===== src/rtl/dpw_pkg.sv =====
// package: register map, field layout and types for the dual pwm deadband timer
package dpw_pkg;

    // ---------------------------------------------------------------
    // register byte offsets
    // ---------------------------------------------------------------
    localparam logic [7:0] CTL0_OFF   = 8'h00;
    localparam logic [7:0] CTL1_OFF   = 8'h04;
    localparam logic [7:0] COUNT_OFF  = 8'h08;
    localparam logic [7:0] PWMV_OFF   = 8'h0c;
    localparam logic [7:0] RELOAD_OFF = 8'h10;
    localparam logic [7:0] DEAD_OFF   = 8'h14;
    localparam logic [7:0] STAT_OFF   = 8'h18;

    // ---------------------------------------------------------------
    // field positions of the first control register
    // ---------------------------------------------------------------
    localparam int CTL0_EN_BIT       = 7;
    localparam int CTL0_POL_BIT      = 6;
    localparam int CTL0_PRES_LSB     = 3;
    localparam int CTL0_MODE_LSB     = 0;
    // field positions of timer_control_second
    localparam int CTL1_MODEHI_BIT   = 0;

    // ---------------------------------------------------------------
    // mode codes (low three bits plus mode_extension_bit)
    // ---------------------------------------------------------------
    localparam logic [2:0] MODE_LO_DUAL = 3'h4;
    localparam logic       MODE_HI_DUAL = 1'b1;

    // ---------------------------------------------------------------
    // reset values and the count restart value
    // ---------------------------------------------------------------
    localparam logic [7:0]  CTL0_RST   = 8'h00;
    localparam logic [15:0] COUNT_RST  = 16'h0001;
    localparam logic [15:0] PWMV_RST   = 16'h0000;
    localparam logic [15:0] RELOAD_RST = 16'hffff;
    localparam logic [7:0]  DEAD_RST   = 8'h00;
    localparam logic [15:0] COUNT_RESTART = 16'h0001;

    typedef struct packed {
        logic        enable;
        logic        polarity;
        logic [2:0]  prescale;
        logic [2:0]  mode;
    } dpw_ctl0_s;

    typedef struct packed {
        logic        pwm_true;
        logic        pwm_comp;
        logic        comp_sel;
    } dpw_pins_s;

    typedef enum logic [1:0] {
        DPW_IDLE,
        DPW_FIRST,
        DPW_RUN
    } dpw_state_e;

endpackage


===== src/rtl/dpw_presc.sv =====
// prescaler producing one tick every 2^sel clocks
`timescale 1ns/100ps
module dpw_presc
    import dpw_pkg::*;
(
    input  wire logic       core_clk_i,
    input  wire logic       reset_i,
    input  wire logic       run_i,
    input  wire logic [2:0] sel_i,
    output logic            tick_o
);
    logic [6:0] div_reg;

    // ---------------------------------------------------------------
    // divider
    // ---------------------------------------------------------------
    // prescale factor
    always_ff @(posedge core_clk_i or posedge reset_i) begin
        if (reset_i) begin
            div_reg <= 7'h00;
        end else if (!run_i) begin
            div_reg <= 7'h00;
        end else if (div_reg >= 7'((1 << sel_i) - 1)) begin
            div_reg <= 7'h00;
        end else begin
            div_reg <= div_reg + 7'h01;
        end
    end

    assign tick_o = run_i && (div_reg >= 7'((1 << sel_i) - 1));
endmodule


===== src/rtl/dpw_dead.sv =====
// deadband generator for the complementary output
`timescale 1ns/100ps
module dpw_dead
    import dpw_pkg::*;
(
    input  wire logic       core_clk_i,
    input  wire logic       reset_i,
    input  wire logic       run_i,
    input  wire logic       true_i,
    input  wire logic       pol_i,
    input  wire logic [7:0] dead_i,
    output logic            comp_o
);
    logic       true_d_reg;
    logic [7:0] dcnt_reg;

    // ---------------------------------------------------------------
    // deadband counter
    // ---------------------------------------------------------------
    // deadband after edge
    always_ff @(posedge core_clk_i or posedge reset_i) begin
        if (reset_i) begin
            true_d_reg <= 1'b0;
            dcnt_reg   <= 8'h00;
            comp_o     <= 1'b0;
        end else begin
            true_d_reg <= true_i;
            if (!run_i) begin
                dcnt_reg <= 8'h00;
                comp_o   <= pol_i;
            end else if (true_i != true_d_reg) begin
                dcnt_reg <= dead_i;
                comp_o   <= pol_i;
            end else if (dcnt_reg != 8'h00) begin
                dcnt_reg <= dcnt_reg - 8'h01;
                comp_o   <= pol_i;
            end else begin
                comp_o   <= ~true_i;
            end
        end
    end
endmodule


===== src/rtl/dpw_timer.sv =====
// dual output pwm timer with deadband and apb register slave
//
// Design decisions made here: the register offsets and the APB register port.
`timescale 1ns/100ps

// Summary of operation
// - loaded count affects first pass only; later passes restart at 0001h
// - first period counts from loaded value to reload when start differs
// - dual mode switches shared pin to complementary output
// - period equals reload times prescale over clock frequency
module dpw_timer
    import dpw_pkg::*;
(
    input  wire logic        core_clk_i,
    input  wire logic        reset_i,
    input  wire logic        psel_i,
    input  wire logic        penable_i,
    input  wire logic        pwrite_i,
    input  wire logic [7:0]  paddr_i,
    input  wire logic [31:0] pwdata_i,
    output logic [31:0]      prdata_o,
    output logic             pready_o,
    output logic             pslverr_o,
    output logic             pwm_true_o,
    output logic             pwm_comp_o,
    output logic             comp_sel_o,
    output logic             reload_evt_o
);
    import dpw_pkg::*;

    dpw_ctl0_s   ctl0_reg;
    logic        modehi_reg;
    logic [15:0] count_reg;
    logic [15:0] pwmv_reg;
    logic [15:0] reload_reg;
    logic [7:0]  dead_reg;
    dpw_state_e  state_reg;
    logic        true_reg;
    logic        true_dly_reg;
    logic        tick;
    logic        comp_w;
    logic        dual;
    logic        wr_en;
    logic        rd_en;

    function automatic logic decode_hit(input logic [7:0] a);
        decode_hit = (a == CTL0_OFF) || (a == CTL1_OFF) || (a == COUNT_OFF) ||
                     (a == PWMV_OFF) || (a == RELOAD_OFF) || (a == DEAD_OFF) ||
                     (a == STAT_OFF);
    endfunction

    assign wr_en = psel_i && penable_i && pwrite_i;
    assign rd_en = psel_i && penable_i && !pwrite_i;
    assign dual  = (ctl0_reg.mode == MODE_LO_DUAL) && (modehi_reg == MODE_HI_DUAL);

    // ---------------------------------------------------------------
    // apb register writes
    // ---------------------------------------------------------------
    always_ff @(posedge core_clk_i or posedge reset_i) begin
        if (reset_i) begin
            ctl0_reg   <= dpw_ctl0_s'(CTL0_RST);
            modehi_reg <= 1'b0;
            pwmv_reg   <= PWMV_RST;
            reload_reg <= RELOAD_RST;
            dead_reg   <= DEAD_RST;
        end else if (wr_en) begin
            unique case (paddr_i)
                CTL0_OFF:   ctl0_reg   <= dpw_ctl0_s'(pwdata_i[7:0]);
                CTL1_OFF:   modehi_reg <= pwdata_i[CTL1_MODEHI_BIT];
                PWMV_OFF:   pwmv_reg   <= pwdata_i[15:0];
                RELOAD_OFF: reload_reg <= pwdata_i[15:0];
                DEAD_OFF:   dead_reg   <= pwdata_i[7:0];
                default: ;
            endcase
        end
    end

    // ---------------------------------------------------------------
    // apb answer
    // ---------------------------------------------------------------
    always_ff @(posedge core_clk_i or posedge reset_i) begin
        if (reset_i) begin
            prdata_o  <= 32'h0000_0000;
            pready_o  <= 1'b0;
            pslverr_o <= 1'b0;
        end else begin
            pready_o  <= psel_i && !penable_i;
            pslverr_o <= psel_i && !penable_i && !decode_hit(paddr_i);
            prdata_o  <= 32'h0000_0000;
            if (psel_i && !penable_i && !pwrite_i) begin
                unique case (paddr_i)
                    CTL0_OFF:   prdata_o <= {24'h000000, ctl0_reg};
                    CTL1_OFF:   prdata_o <= {31'h0, modehi_reg};
                    COUNT_OFF:  prdata_o <= {16'h0000, count_reg};
                    PWMV_OFF:   prdata_o <= {16'h0000, pwmv_reg};
                    RELOAD_OFF: prdata_o <= {16'h0000, reload_reg};
                    DEAD_OFF:   prdata_o <= {24'h000000, dead_reg};
                    STAT_OFF:   prdata_o <= {29'h0, pwm_comp_o, pwm_true_o, dual};
                    default:    prdata_o <= 32'h0000_0000;
                endcase
            end
        end
    end

    // ---------------------------------------------------------------
    // prescaler
    // ---------------------------------------------------------------
    dpw_presc u_presc (
        .core_clk_i (core_clk_i),
        .reset_i    (reset_i),
        .run_i      (ctl0_reg.enable),
        .sel_i      (ctl0_reg.prescale),
        .tick_o     (tick)
    );

    // ---------------------------------------------------------------
    // counter and pass state
    // ---------------------------------------------------------------
    always_ff @(posedge core_clk_i or posedge reset_i) begin
        if (reset_i) begin
            count_reg <= COUNT_RST;
            state_reg <= DPW_IDLE;
        end else if (wr_en && paddr_i == COUNT_OFF && !ctl0_reg.enable) begin
            count_reg <= pwdata_i[15:0];
            state_reg <= DPW_IDLE;
        end else if (!ctl0_reg.enable) begin
            state_reg <= DPW_IDLE;
        end else begin
            unique case (state_reg)
                DPW_IDLE: state_reg <= DPW_FIRST;
                DPW_FIRST, DPW_RUN: begin
                    if (tick) begin
                        if (count_reg >= reload_reg) begin
                            count_reg <= COUNT_RESTART;
                            state_reg <= DPW_RUN;
                        end else begin
                            count_reg <= count_reg + 16'h0001;
                        end
                    end
                end
            endcase
        end
    end

    // ---------------------------------------------------------------
    // true output, reload event and complement
    // ---------------------------------------------------------------
    always_ff @(posedge core_clk_i or posedge reset_i) begin
        if (reset_i) begin
            true_reg     <= 1'b0;
            reload_evt_o <= 1'b0;
        end else begin
            reload_evt_o <= ctl0_reg.enable && tick && (count_reg >= reload_reg);
            if (!ctl0_reg.enable) begin
                true_reg <= ctl0_reg.polarity;
            end else if (tick && count_reg >= reload_reg) begin
                true_reg <= ctl0_reg.polarity;
            end else if (tick && count_reg == pwmv_reg) begin
                true_reg <= ~ctl0_reg.polarity;
            end
        end
    end

    dpw_dead u_dead (
        .core_clk_i (core_clk_i),
        .reset_i    (reset_i),
        .run_i      (ctl0_reg.enable && dual),
        .true_i     (true_reg),
        .pol_i      (ctl0_reg.polarity),
        .dead_i     (dead_reg),
        .comp_o     (comp_w)
    );

    // ---------------------------------------------------------------
    // output pins
    // ---------------------------------------------------------------
    always_ff @(posedge core_clk_i or posedge reset_i) begin
        if (reset_i) begin
            true_dly_reg <= 1'b0;
            pwm_true_o   <= 1'b0;
            pwm_comp_o   <= 1'b0;
            comp_sel_o   <= 1'b0;
        end else begin
            true_dly_reg <= true_reg;
            pwm_true_o   <= true_dly_reg;
            pwm_comp_o <= comp_w;
            comp_sel_o <= dual;
        end
    end
endmodule


===== config.mk =====
export PLATFORM = sky130hd
export DESIGN_NAME = dpw_timer
export DESIGN_NICKNAME = d
export VERILOG_FILES = /design/src/rtl/dpw_pkg.sv /design/src/rtl/dpw_presc.sv /design/src/rtl/dpw_dead.sv /design/src/rtl/dpw_timer.sv
export SDC_FILE = /design/constraint.sdc
export NUM_CORES = 1
export LEC_CHECK = 0
export ABC_AREA = 0
export BUFFER_PORTS_ARGS = -buffer_cell sky130_fd_sc_hd__buf_4
export CAP_MARGIN = 20
export CORE_MARGIN = 2
export CORE_UTILIZATION = 52
export DETAILED_ROUTE_END_ITERATION = 12
export GPL_TIMING_DRIVEN = 0
export PLACE_DENSITY_LB_ADDON = 0.3
export SKIP_LAST_GASP = 1
export SLEW_MARGIN = 30
export SYNTH_ARGS = -nofsm -noshare
export SYNTH_HDL_FRONTEND = slang
export SYNTH_SLANG_ARGS = --single-unit

===== constraint.sdc =====
create_clock -name core_clk_i -period 3.2 [get_ports core_clk_i]
set_clock_uncertainty 0.1 [all_clocks]
set_input_delay 0.32 -clock core_clk_i [delete_from_list [all_inputs] [get_ports core_clk_i]]
set_output_delay 0.32 -clock core_clk_i [all_outputs]
set_load 0.01 [all_outputs]

Word-level counts from Yosys, hierarchy flattened
Cells that the tools add are included.
{ "word_totals": {"register_bits": 123, "in_bits": 45, "elab_cells": 107} }
{ "op_classes": {"reduce_logical": 38, "muxes": 23, "bitwise": 2, "addsub": 4, "eq_ne": 15, "n_shift": 1, "magnitude_cmp": 2} }
{ "ops": {"columns": ["cell", "count"], "rows": [
  ["16-bit case mux with 7 select lines", 1],
  ["16-bit 2-to-1 mux", 6],
  ["8-bit by 5-bit == test with 1-bit output (second input constant)", 3],
  ["8-bit 2-to-1 mux", 3],
  ["16-bit by 1-bit adder with 16-bit output (second input constant)", 1],
  ["16-bit == test", 1],
  ["8-bit by 4-bit == test with 1-bit output (second input constant)", 2],
  ["16-bit greater-or-equal comparator", 1],
  ["1-bit logical AND", 14],
  ["7-bit 2-to-1 mux", 2],
  ["2-bit AND reduction", 6],
  ["8-bit by 3-bit == test with 1-bit output (second input constant)", 1],
  ["8-bit logical NOT", 1],
  ["2-bit 2-to-1 mux", 4],
  ["4-bit inequality test (second input constant)", 2],
  ["8-bit nonzero test", 1],
  ["8-bit by 1-bit subtractor with 8-bit output (second input constant)", 1],
  ["7-bit by 1-bit adder with 7-bit output (second input constant)", 1],
  ["7-bit greater-or-equal comparator", 1],
  ["1-bit by 3-bit left shift with 7-bit output (first input constant)", 1],
  ["7-bit by 2-bit subtractor with 7-bit output (second input constant)", 1],
  ["1-bit logical OR", 6],
  ["1-bit 2-to-1 mux", 6],
  ["2-bit nonzero test", 3],
  ["other kinds (12)", 16]
]} }

Depth between registers and ports, before layout
Gate-level depths: netlist of the first run.
{ "logic_depth": {"depth_word": 9, "mapped_depth": 15, "depth_no_buf": 13} }

Cells and area by module
From an unflattened synthesis of the first run, not the netlist that was laid out.
{ "unflattened": {"cells_unflattened": 548, "area_unflattened_um2": 5940.7} }
{ "modules_own_cells": {"columns": ["mod", "cells_each", "n_inst", "area_each_um2", "seq_area_each_um2"], "rows": [
  ["dpw_timer", 439, 1, 4853.4, 2298.5],
  ["dpw_dead", 57, 1, 549.3, 250.2],
  ["dpw_presc", 52, 1, 538.0, 175.2]
]} }

Worst setup path after synthesis of the first run
Ideal clock, no wire load.
{ "synth_path": {"kind": "register to register", "startpoint": "register ctl0_reg[3] (netlist name)", "endpoint": "register count_reg[6]", "stages_incl_launch_ff": 16, "n_path_buf": 3, "t_required_ps": 2974, "t_arrival_ps": 3309, "slack_ps": -335, "synth_period_minus_slack_ps": 3535, "cell_sequence": "dfrtp_1 > clkbuf_1 > or3_1 > ha_1 > clkbuf_1 > nor3_1 > a21oi_1 > o21a_1 > ha_1 > a21o_1 > a221o_1 > a41o_1 > nand2_1 > buf_2 > nor4_1 > a221o_1"} }
{ "synth_between": {"elab_chain_cells": 6} }
{ "synth_lines": {"columns": ["element", "line_no", "text"], "rows": [
  ["from (decl)", "dpw_timer.sv:31", "dpw_ctl0_s ctl0_reg;"],
  ["from (signal assigned)", "dpw_timer.sv:61", "ctl0_reg <= dpw_ctl0_s'(CTL0_RST);"],
  ["from (signal assigned)", "dpw_timer.sv:68", "CTL0_OFF: ctl0_reg <= dpw_ctl0_s'(pwdata_i[7:0]);"],
  ["1-bit by 3-bit left shift with 7-bit output", "dpw_presc.sv:30", "assign tick_o = run_i && (div_reg >= 7'((1 << sel_i) - 1));"],
  ["7-bit by 2-bit subtractor with 7-bit output", "dpw_presc.sv:30", null],
  ["7-bit greater-or-equal comparator", "dpw_presc.sv:30", null],
  ["1-bit logical AND", "dpw_presc.sv:30", null],
  ["2-bit nonzero test (no source line)", null, null],
  ["3-bit AND reduction (no source line)", null, null],
  ["to (signal assigned)", "dpw_timer.sv:124", "count_reg <= pwdata_i[15:0];"],
  ["to (signal assigned)", "dpw_timer.sv:137", "count_reg <= count_reg + 16'h0001;"],
  ["to (decl)", "dpw_timer.sv:33", "logic [15:0] count_reg;"]
]} }
No other way between the ends.
A chain may end at the register's enable or synchronous reset.

Worst setup path in the final report of the first run
{ "layout_path": {"startpoint": "register ctl0_reg[4] (netlist name)", "endpoint": "register count_reg[3]"} }
Same word-level chain as after synthesis.

==> reports/metrics.yaml, run 1 <==
clk_latency_ps: 350
netlist_top_cells_area: "dfrtp_1 38%, mux2_2 9.4%, dfstp_2 7.6%, ha_1 5.7%, xor2_1 3.4%"
placed_area_um2: 6620
maxSlewViolCount: 0
critPathMaxFanout: 8
p_leak_nw: 3.34
drv_cap: 0
timing.final.crit_share_pct: 101
path_clk_slew_ps: 70
synth_edf_count: 0
gp_congestion: 0.963
p_sw_share_pct: 24.1
final-setup-viol-count: 8
min_period_ps: 3230
layout_setup_ws_ps: -28.2
diodes: 0
clockPowerShare_pct: 40.4
synth_common_cells: "90 x dfrtp_1, 49 x mux2_2, 41 x nor2_1, 39 x nand2_1, 28 x inv_1"
wl_mm: 15.1
wl_per_cell_um: 19.0
clockBufferDepth: 2
syn_area_um2: 5890
synth_top_family_by_area: "simple AND/OR/NAND/NOR gates"
cts_tree: "done"
hold_viol: 0
synthSimpleGateAreaFrac_pct: 14.2
synth_seq_area_share_pct: 45.8
drive_gt1_share_pct: 30.5
antenna_left: 0
die_x_um: 110
drtIter0Drc: 412
std_cell_rows: 38
grt_max_degree: 32
numCtsBuffers: 9
grt_pass1_wl_mm: 24.6
synth_cell_types: 60
yosysWarnings: 0
dp_hpwl_mm: 11.1
slew_headroom_pct: 51.5
htree_num_levels: 3
yosys.area_share.adder_pct: 5.73
viasPerCell: 5.98
drc: 0
num-nets-final: 725
grt_usage_pct: 25.2
cp.arrival_ps: 3370
final_util_pct: 65.0
synthFlopType: "dfrtp_1"
die_h_um: 110
critPathRequiredTime_ps: 3340
fin_cells: 798
yosysMostFrequentCell: "dfrtp_1"
ir_drop_v: 0.000241
numPortBuffers: 48
rsz0062_at_grt: "true"
grt_overflow_total: 0
power.total_w: 0.00280
hp-class: "input pin to flip-flop"
syn_area_per_cell_um2: 10.5
synth_compound_area_share_pct: 13.8
dieArea_um2: 12200
clock.fmax_mhz: 310
initial_core_util_pct: 53.9
num_vias: 4773
worst-slew-pin-transition_ps: 727
synth_top_area_share_pct: 38.2
criticalPathCategory: "flip-flop to flip-flop"
p_int_w: 0.00213
area_growth_pct: 20.6
ys_ff_latch: 107
p_switching_w: 0.000675
outcome: "finished with violations"
dp_cells: 767
io_pins: 83
synth_top_cell_by_area: "dfrtp_1"
start_kind: "flip-flop"
postLayoutCellArea_um2: 7110
antenna_found_initial: 0
synth_cells: 561
failed_checks: "setup timing"
grt_pass1_vias: 4785
p_seq_share_pct: 49.6
power_density_nw_per_um2: 394
synthXorXnorAreaFrac_pct: 4.61
cts_root_buf: "clkbuf_16"
synth.area.mux_share_pct: 10.0
clock_sinks: 107
critPathCaptureType: "flip-flop"
async_flop_share_pct: 100
core_area_um2: 10900
hold_ws_ps: 114
power_frac_comb_pct: 10.0
drtPass1Iterations: 5
==> cells by family after synthesis <==
logic type               after synthesis
AND/OR/NAND/NOR                      159
XOR/XNOR                              31
flip-flops                           107
buffers and inverters                 71
multiplexers                          53
AO/OA/AOI/OAI                        112
other                                  1
adder cells (fa/ha/maj)               27
==> cell type report <==
type	count	area, µm²
Buffer	41	241
Clock buffer	10	239
Clock inverter	6	65.1
Fill cell	848	3830
Inverter	28	109
Multi-Input combinational cell	398	3010
Sequential cell	107	2700
Tap cell	140	175
Timing Repair Buffer	68	563
==> critical path: stages (launching register included) <==
cell	delay, ps
dfrtp_2	420
or3_4	390
ha_4	190
xor2_1	160
nor2_1	90
a21oi_1	50
ha_1	310
and2_4	150
a221o_1	380
a41o_4	300
nand2_4	100
buf_8	150
nor4_1	60
a221o_1	270
==> cell usage in the layout, fill, tap and decap left out, drive strengths merged, types with 23 or more instances in the layout <==
cell	count
xor2	23
nand2	40
clkbuf	26
inv	27
ha	27
mux2	49
nor2	42
buf	92
a21oi	25
dfrtp	90
==> worst paths after layout <==
kind | from | to | slack [ps] | cells past startpoint
setup / recovery | ctl0_reg[4]$_DFFE_PP0P_ | count_reg[3]$_DFFE_PP0P_ | -30 | 13
max in group asynchronous | reset_i | reload_reg[13]$_DFFE_PP1P_ | 1690 | 5
min in group asynchronous | reset_i | dead_reg[0]$_DFFE_PP0P_ | 480 | 3
setup reg to reg | ctl0_reg[4]$_DFFE_PP0P_ | count_reg[3]$_DFFE_PP0P_ | -30 | 13
hold / removal | psel_i | pready_o$_DFF_PP0_ | 110 | 3
hold reg to reg | u_dead.comp_o$_DFF_PP0_ | pwm_comp_o$_DFF_PP0_ | 260 | 0
==> routing by layer <==
layer | wire (µm) | vias to the layer above | track usage, %
met5 | 0 | - | 0
met4 | 383 | 0 | 11.3
met3 | 1050 | 27 | 3.79
met2 | 7050 | 215 | 40.2
met1 | 6650 | 2331 | 34.3
li1 | - | 2200 | -
==> metrics by stage <==
stage	worst slack (ps)	setup TNS, ps
floorplan	-83.0	-345
detailed placement	-471	-6320
global placement	-433	-5300
CTS	-57.7	-415
finish	-28.2	-113
global route	-121	-1460
==> power groups by stage <==
stage	Clock (W)	Sequential (W)	Combinational (W)
2_1_floorplan	0	0.00141	0.000159
3_3_place_gp	0	0.00142	0.000235
3_5_place_dp	0	0.00142	0.000252
4_1_cts	0.00115	0.00139	0.000278
5_1_grt	0.00119	0.00139	0.000309
6_report	0.00113	0.00139	0.000280
==> repair_timing <==
item / CTS / global route
endpoints found under the setup margin: 23 / 24
pin swaps: 11 / 13
buffers inserted: 14 / 2
gates resized for setup: 14 / 2
hold buffers: 1 / 0
hold endpoints to repair: 18 / 0
No activity file was read; power rests on OpenSTA's default activity.
==> run 2, diff against run 1 <==
--- a/config.mk
+++ b/config.mk
@@ -8,8 +8,10 @@
 export ABC_AREA = 0
 export BUFFER_PORTS_ARGS = -buffer_cell sky130_fd_sc_hd__buf_4
 export CAP_MARGIN = 20
+export CELL_PAD_IN_SITES_DETAIL_PLACEMENT = 0
+export CELL_PAD_IN_SITES_GLOBAL_PLACEMENT = 2
 export CORE_MARGIN = 2
-export CORE_UTILIZATION = 52
+export CORE_UTILIZATION = 34
 export DETAILED_ROUTE_END_ITERATION = 12
 export GPL_TIMING_DRIVEN = 0
 export PLACE_DENSITY_LB_ADDON = 0.3
==> reports/metrics.yaml, run 2 (same netlist as run 1, synthesis figures left out) <==
cp.arrival_ps: 3470  # +100 ps
crit_family: "compound AO/OA/AOI/OAI gates"
hold_ws_ps: 104  # -9.37 ps
cp-endpoint: "count_reg[7]$_DFFE_PP0P_"
regArea_um2: 2700  # unchanged
grt_usage_pct: 19.5  # -5.7 points
criticalPathCategory: "flip-flop to flip-flop"
antenna_left: 0  # unchanged
reg2reg_from: "ctl0_reg[5]$_DFFE_PP0P_"
layout_setup_ws_ps: -116  # -87.8 ps
failed_checks: "setup timing"
cp_num_cells: 13  # unchanged
dp_hpwl_mm: 12.4  # +11%
initial_core_util_pct: 34.4  # -19 points
drtIter0Drc: 354  # -14%
drv_cap: 0  # unchanged
start_kind: "flip-flop"
wl_per_cell_um: 19.4  # +2.1%
layout_common_cells: "88 x dfrtp_1, 76 x buf_4, 49 x mux2_2, 40 x nor2_1, 37 x nand2_1"
die_x_um: 136  # +23%
clock.fmax_mhz: 302  # -2.6%
ir_drop_v: 0.000252  # +4.7%
met3WireLength_um: 811  # -23%
area_growth_pct: 23.2
drive_gt1_share_pct: 31.5  # +0.96 points
slew_headroom_pct: 42.4  # -9.1 points
drtPass1Iterations: 5  # unchanged
power_density_nw_per_um2: 385  # -2.3%
grt_pass1_vias: 4681  # -2.2%
die_h_um: 136  # +23%
clock_sinks: 107  # unchanged
critPathMaxFanout: 7  # -1
routedLengthMet1_mm: 7.96  # +20%
maxSlewViolCount: 0  # unchanged
num_vias: 4653  # -2.5%
std_cell_rows: 48  # +26%
wl_mm: 17.1  # +13%
hold_viol: 0  # unchanged
path_clk_slew_ps: 70  # about the same
topRoutingLayerUsed: "met4"
rsz0062_at_grt: "true"
num-nets-final: 724  # -0.14%
ff2ff_path_depth: 13  # unchanged
numCtsBuffers: 9  # unchanged
ff2ff_setup_slack_ps: -120  # -90 ps
hp-class: "input pin to flip-flop"
htree_num_levels: 3  # unchanged
outcome: "finished with violations"
fillers: 1671  # +97%
dieArea_um2: 18400  # +51%
min_period_ps: 3320  # +87.8 ps
critPathCaptureType: "flip-flop"
post-place-ws_ps: -577  # -107 ps
cts_root_buf: "clkbuf_16"
dr_wl_met2_mm: 7.94  # +13%
core_area_um2: 17100  # +57%
drc: 0  # unchanged
io_pins: 83  # unchanged
critPathLaunch: "ctl0_reg[5]$_DFFE_PP0P_"
final-setup-viol-count: 17  # +9
max_stage_delay_ps: 410  # about the same
min-delay-start: "pwdata_i[10]"
worstReg2RegEnd: "count_reg[7]$_DFFE_PP0P_"
critPathSlowestCell: "dfrtp_2"
layout_commonest_cell: "dfrtp_1"
cts_tree: "done"
grt_pass1_wl_mm: 26.8  # +9.0%
gp_congestion: 0.801  # -17%
grt_overflow_total: 0  # unchanged
critPathBufInv: 1  # unchanged
multi_input_area_um2: 3060  # +1.5%
timing.final.crit_share_pct: 104  # +2.7 points
antenna_found_initial: 0  # unchanged
path_cells: "or3_4, ha_4, xor2_1, nor2_1, a21oi_2, ha_1, and2_4, a221o_1, a41o_4, nand2_4, buf_12, nor4_2, o32a_1"
grt_max_degree: 29  # -9.4%
p_leak_nw: 3.35  # +0.34%
critPathRequiredTime_ps: 3350  # about the same
final_util_pct: 42.4  # -23 points
numPortBuffers: 48  # unchanged
diodes: 0  # unchanged
clockBufferDepth: 2  # unchanged
worst-slew-pin-transition_ps: 864  # +136 ps
clk_latency_ps: 360  # about the same
viasPerCell: 5.28  # -12%
run 2: cell count changes in the layout (fill, tap and decap cells not counted), moves of 2 or more:
cell      change
clkbuf_8      +2
nor4_2        +3
nor4_1        -3
buf_12        +2
nor4b_1       -2
buf_4         -3
run 2: stage by stage:
stage	TNS, ps	cell area, µm²	cells	power [W]
finish	-1140	7260	882	0.00280
global route	-4460	7260	882	0.00292
CTS	-852	7230	881	0.00282
detailed placement	-8350	6740	853	0.00168
global placement	-6780	6660	849	0.00166
floorplan	-345	6020	576	0.00157
run 2: area by class of cell:
type	instances	area share (%)
well taps	225	3.88
multi-input cells	398	42.1
plain buffers	41	3.33
flip-flops and latches	107	37.2
clock inverters	4	0.327
inverters	28	1.50
repair buffers	67	7.99
clock buffers	12	3.67
run 2: worst min-delay path by stage:
| stage | end | cells after the start |
|---|---|---|
| global placement | pwm_comp_o$_DFF_PP0_ | 0 |
| finish | pwmv_reg[10]$_DFFE_PP0P_ | 2 |
| CTS | pwmv_reg[9]$_DFFE_PP0P_ | 2 |
| global route | pwmv_reg[9]$_DFFE_PP0P_ | 2 |
| detailed placement | pwm_comp_o$_DFF_PP0_ | 2 |
| floorplan | pwm_comp_o$_DFF_PP0_ | 0 |
run 2: worst register-to-register path, stage by stage, from the launching register on:
cell,delay [ps]
dfrtp_2,410
or3_4,410
ha_4,190
xor2_1,170
nor2_1,80
a21oi_2,150
ha_1,280
and2_4,170
a221o_1,380
a41o_4,300
nand2_4,90
buf_12,140
nor4_2,50
o32a_1,290
run 2: layer usage:
| metal | vias up | GRT usage (%) |
|---|---|---|
| met3 | 22 | 3.25 |
| met2 | 120 | 31.2 |
| met4 | 0 | 6.71 |
| li1 | 2175 | - |
| met5 | - | 0 |
| met1 | 2336 | 26.8 |
run 2: repair_timing:
| item | in CTS | in global routing |
|---|---|---|
| pin swaps | 13 | 7 |
| hold endpoints to repair | 5 | 0 |
| buffers inserted | 12 | 2 |
| endpoints found under the setup margin | 25 | 23 |
| hold buffers | 1 | 0 |
| gates resized for setup | 17 | 7 |
run 2: report_power, final:
part	internal (W)	leakage, nW	switching (W)
Sequential	0.00137	1.40	0.0000187
Combinational	0.000129	1.80	0.000162
Clock	0.000590	0.148	0.000524
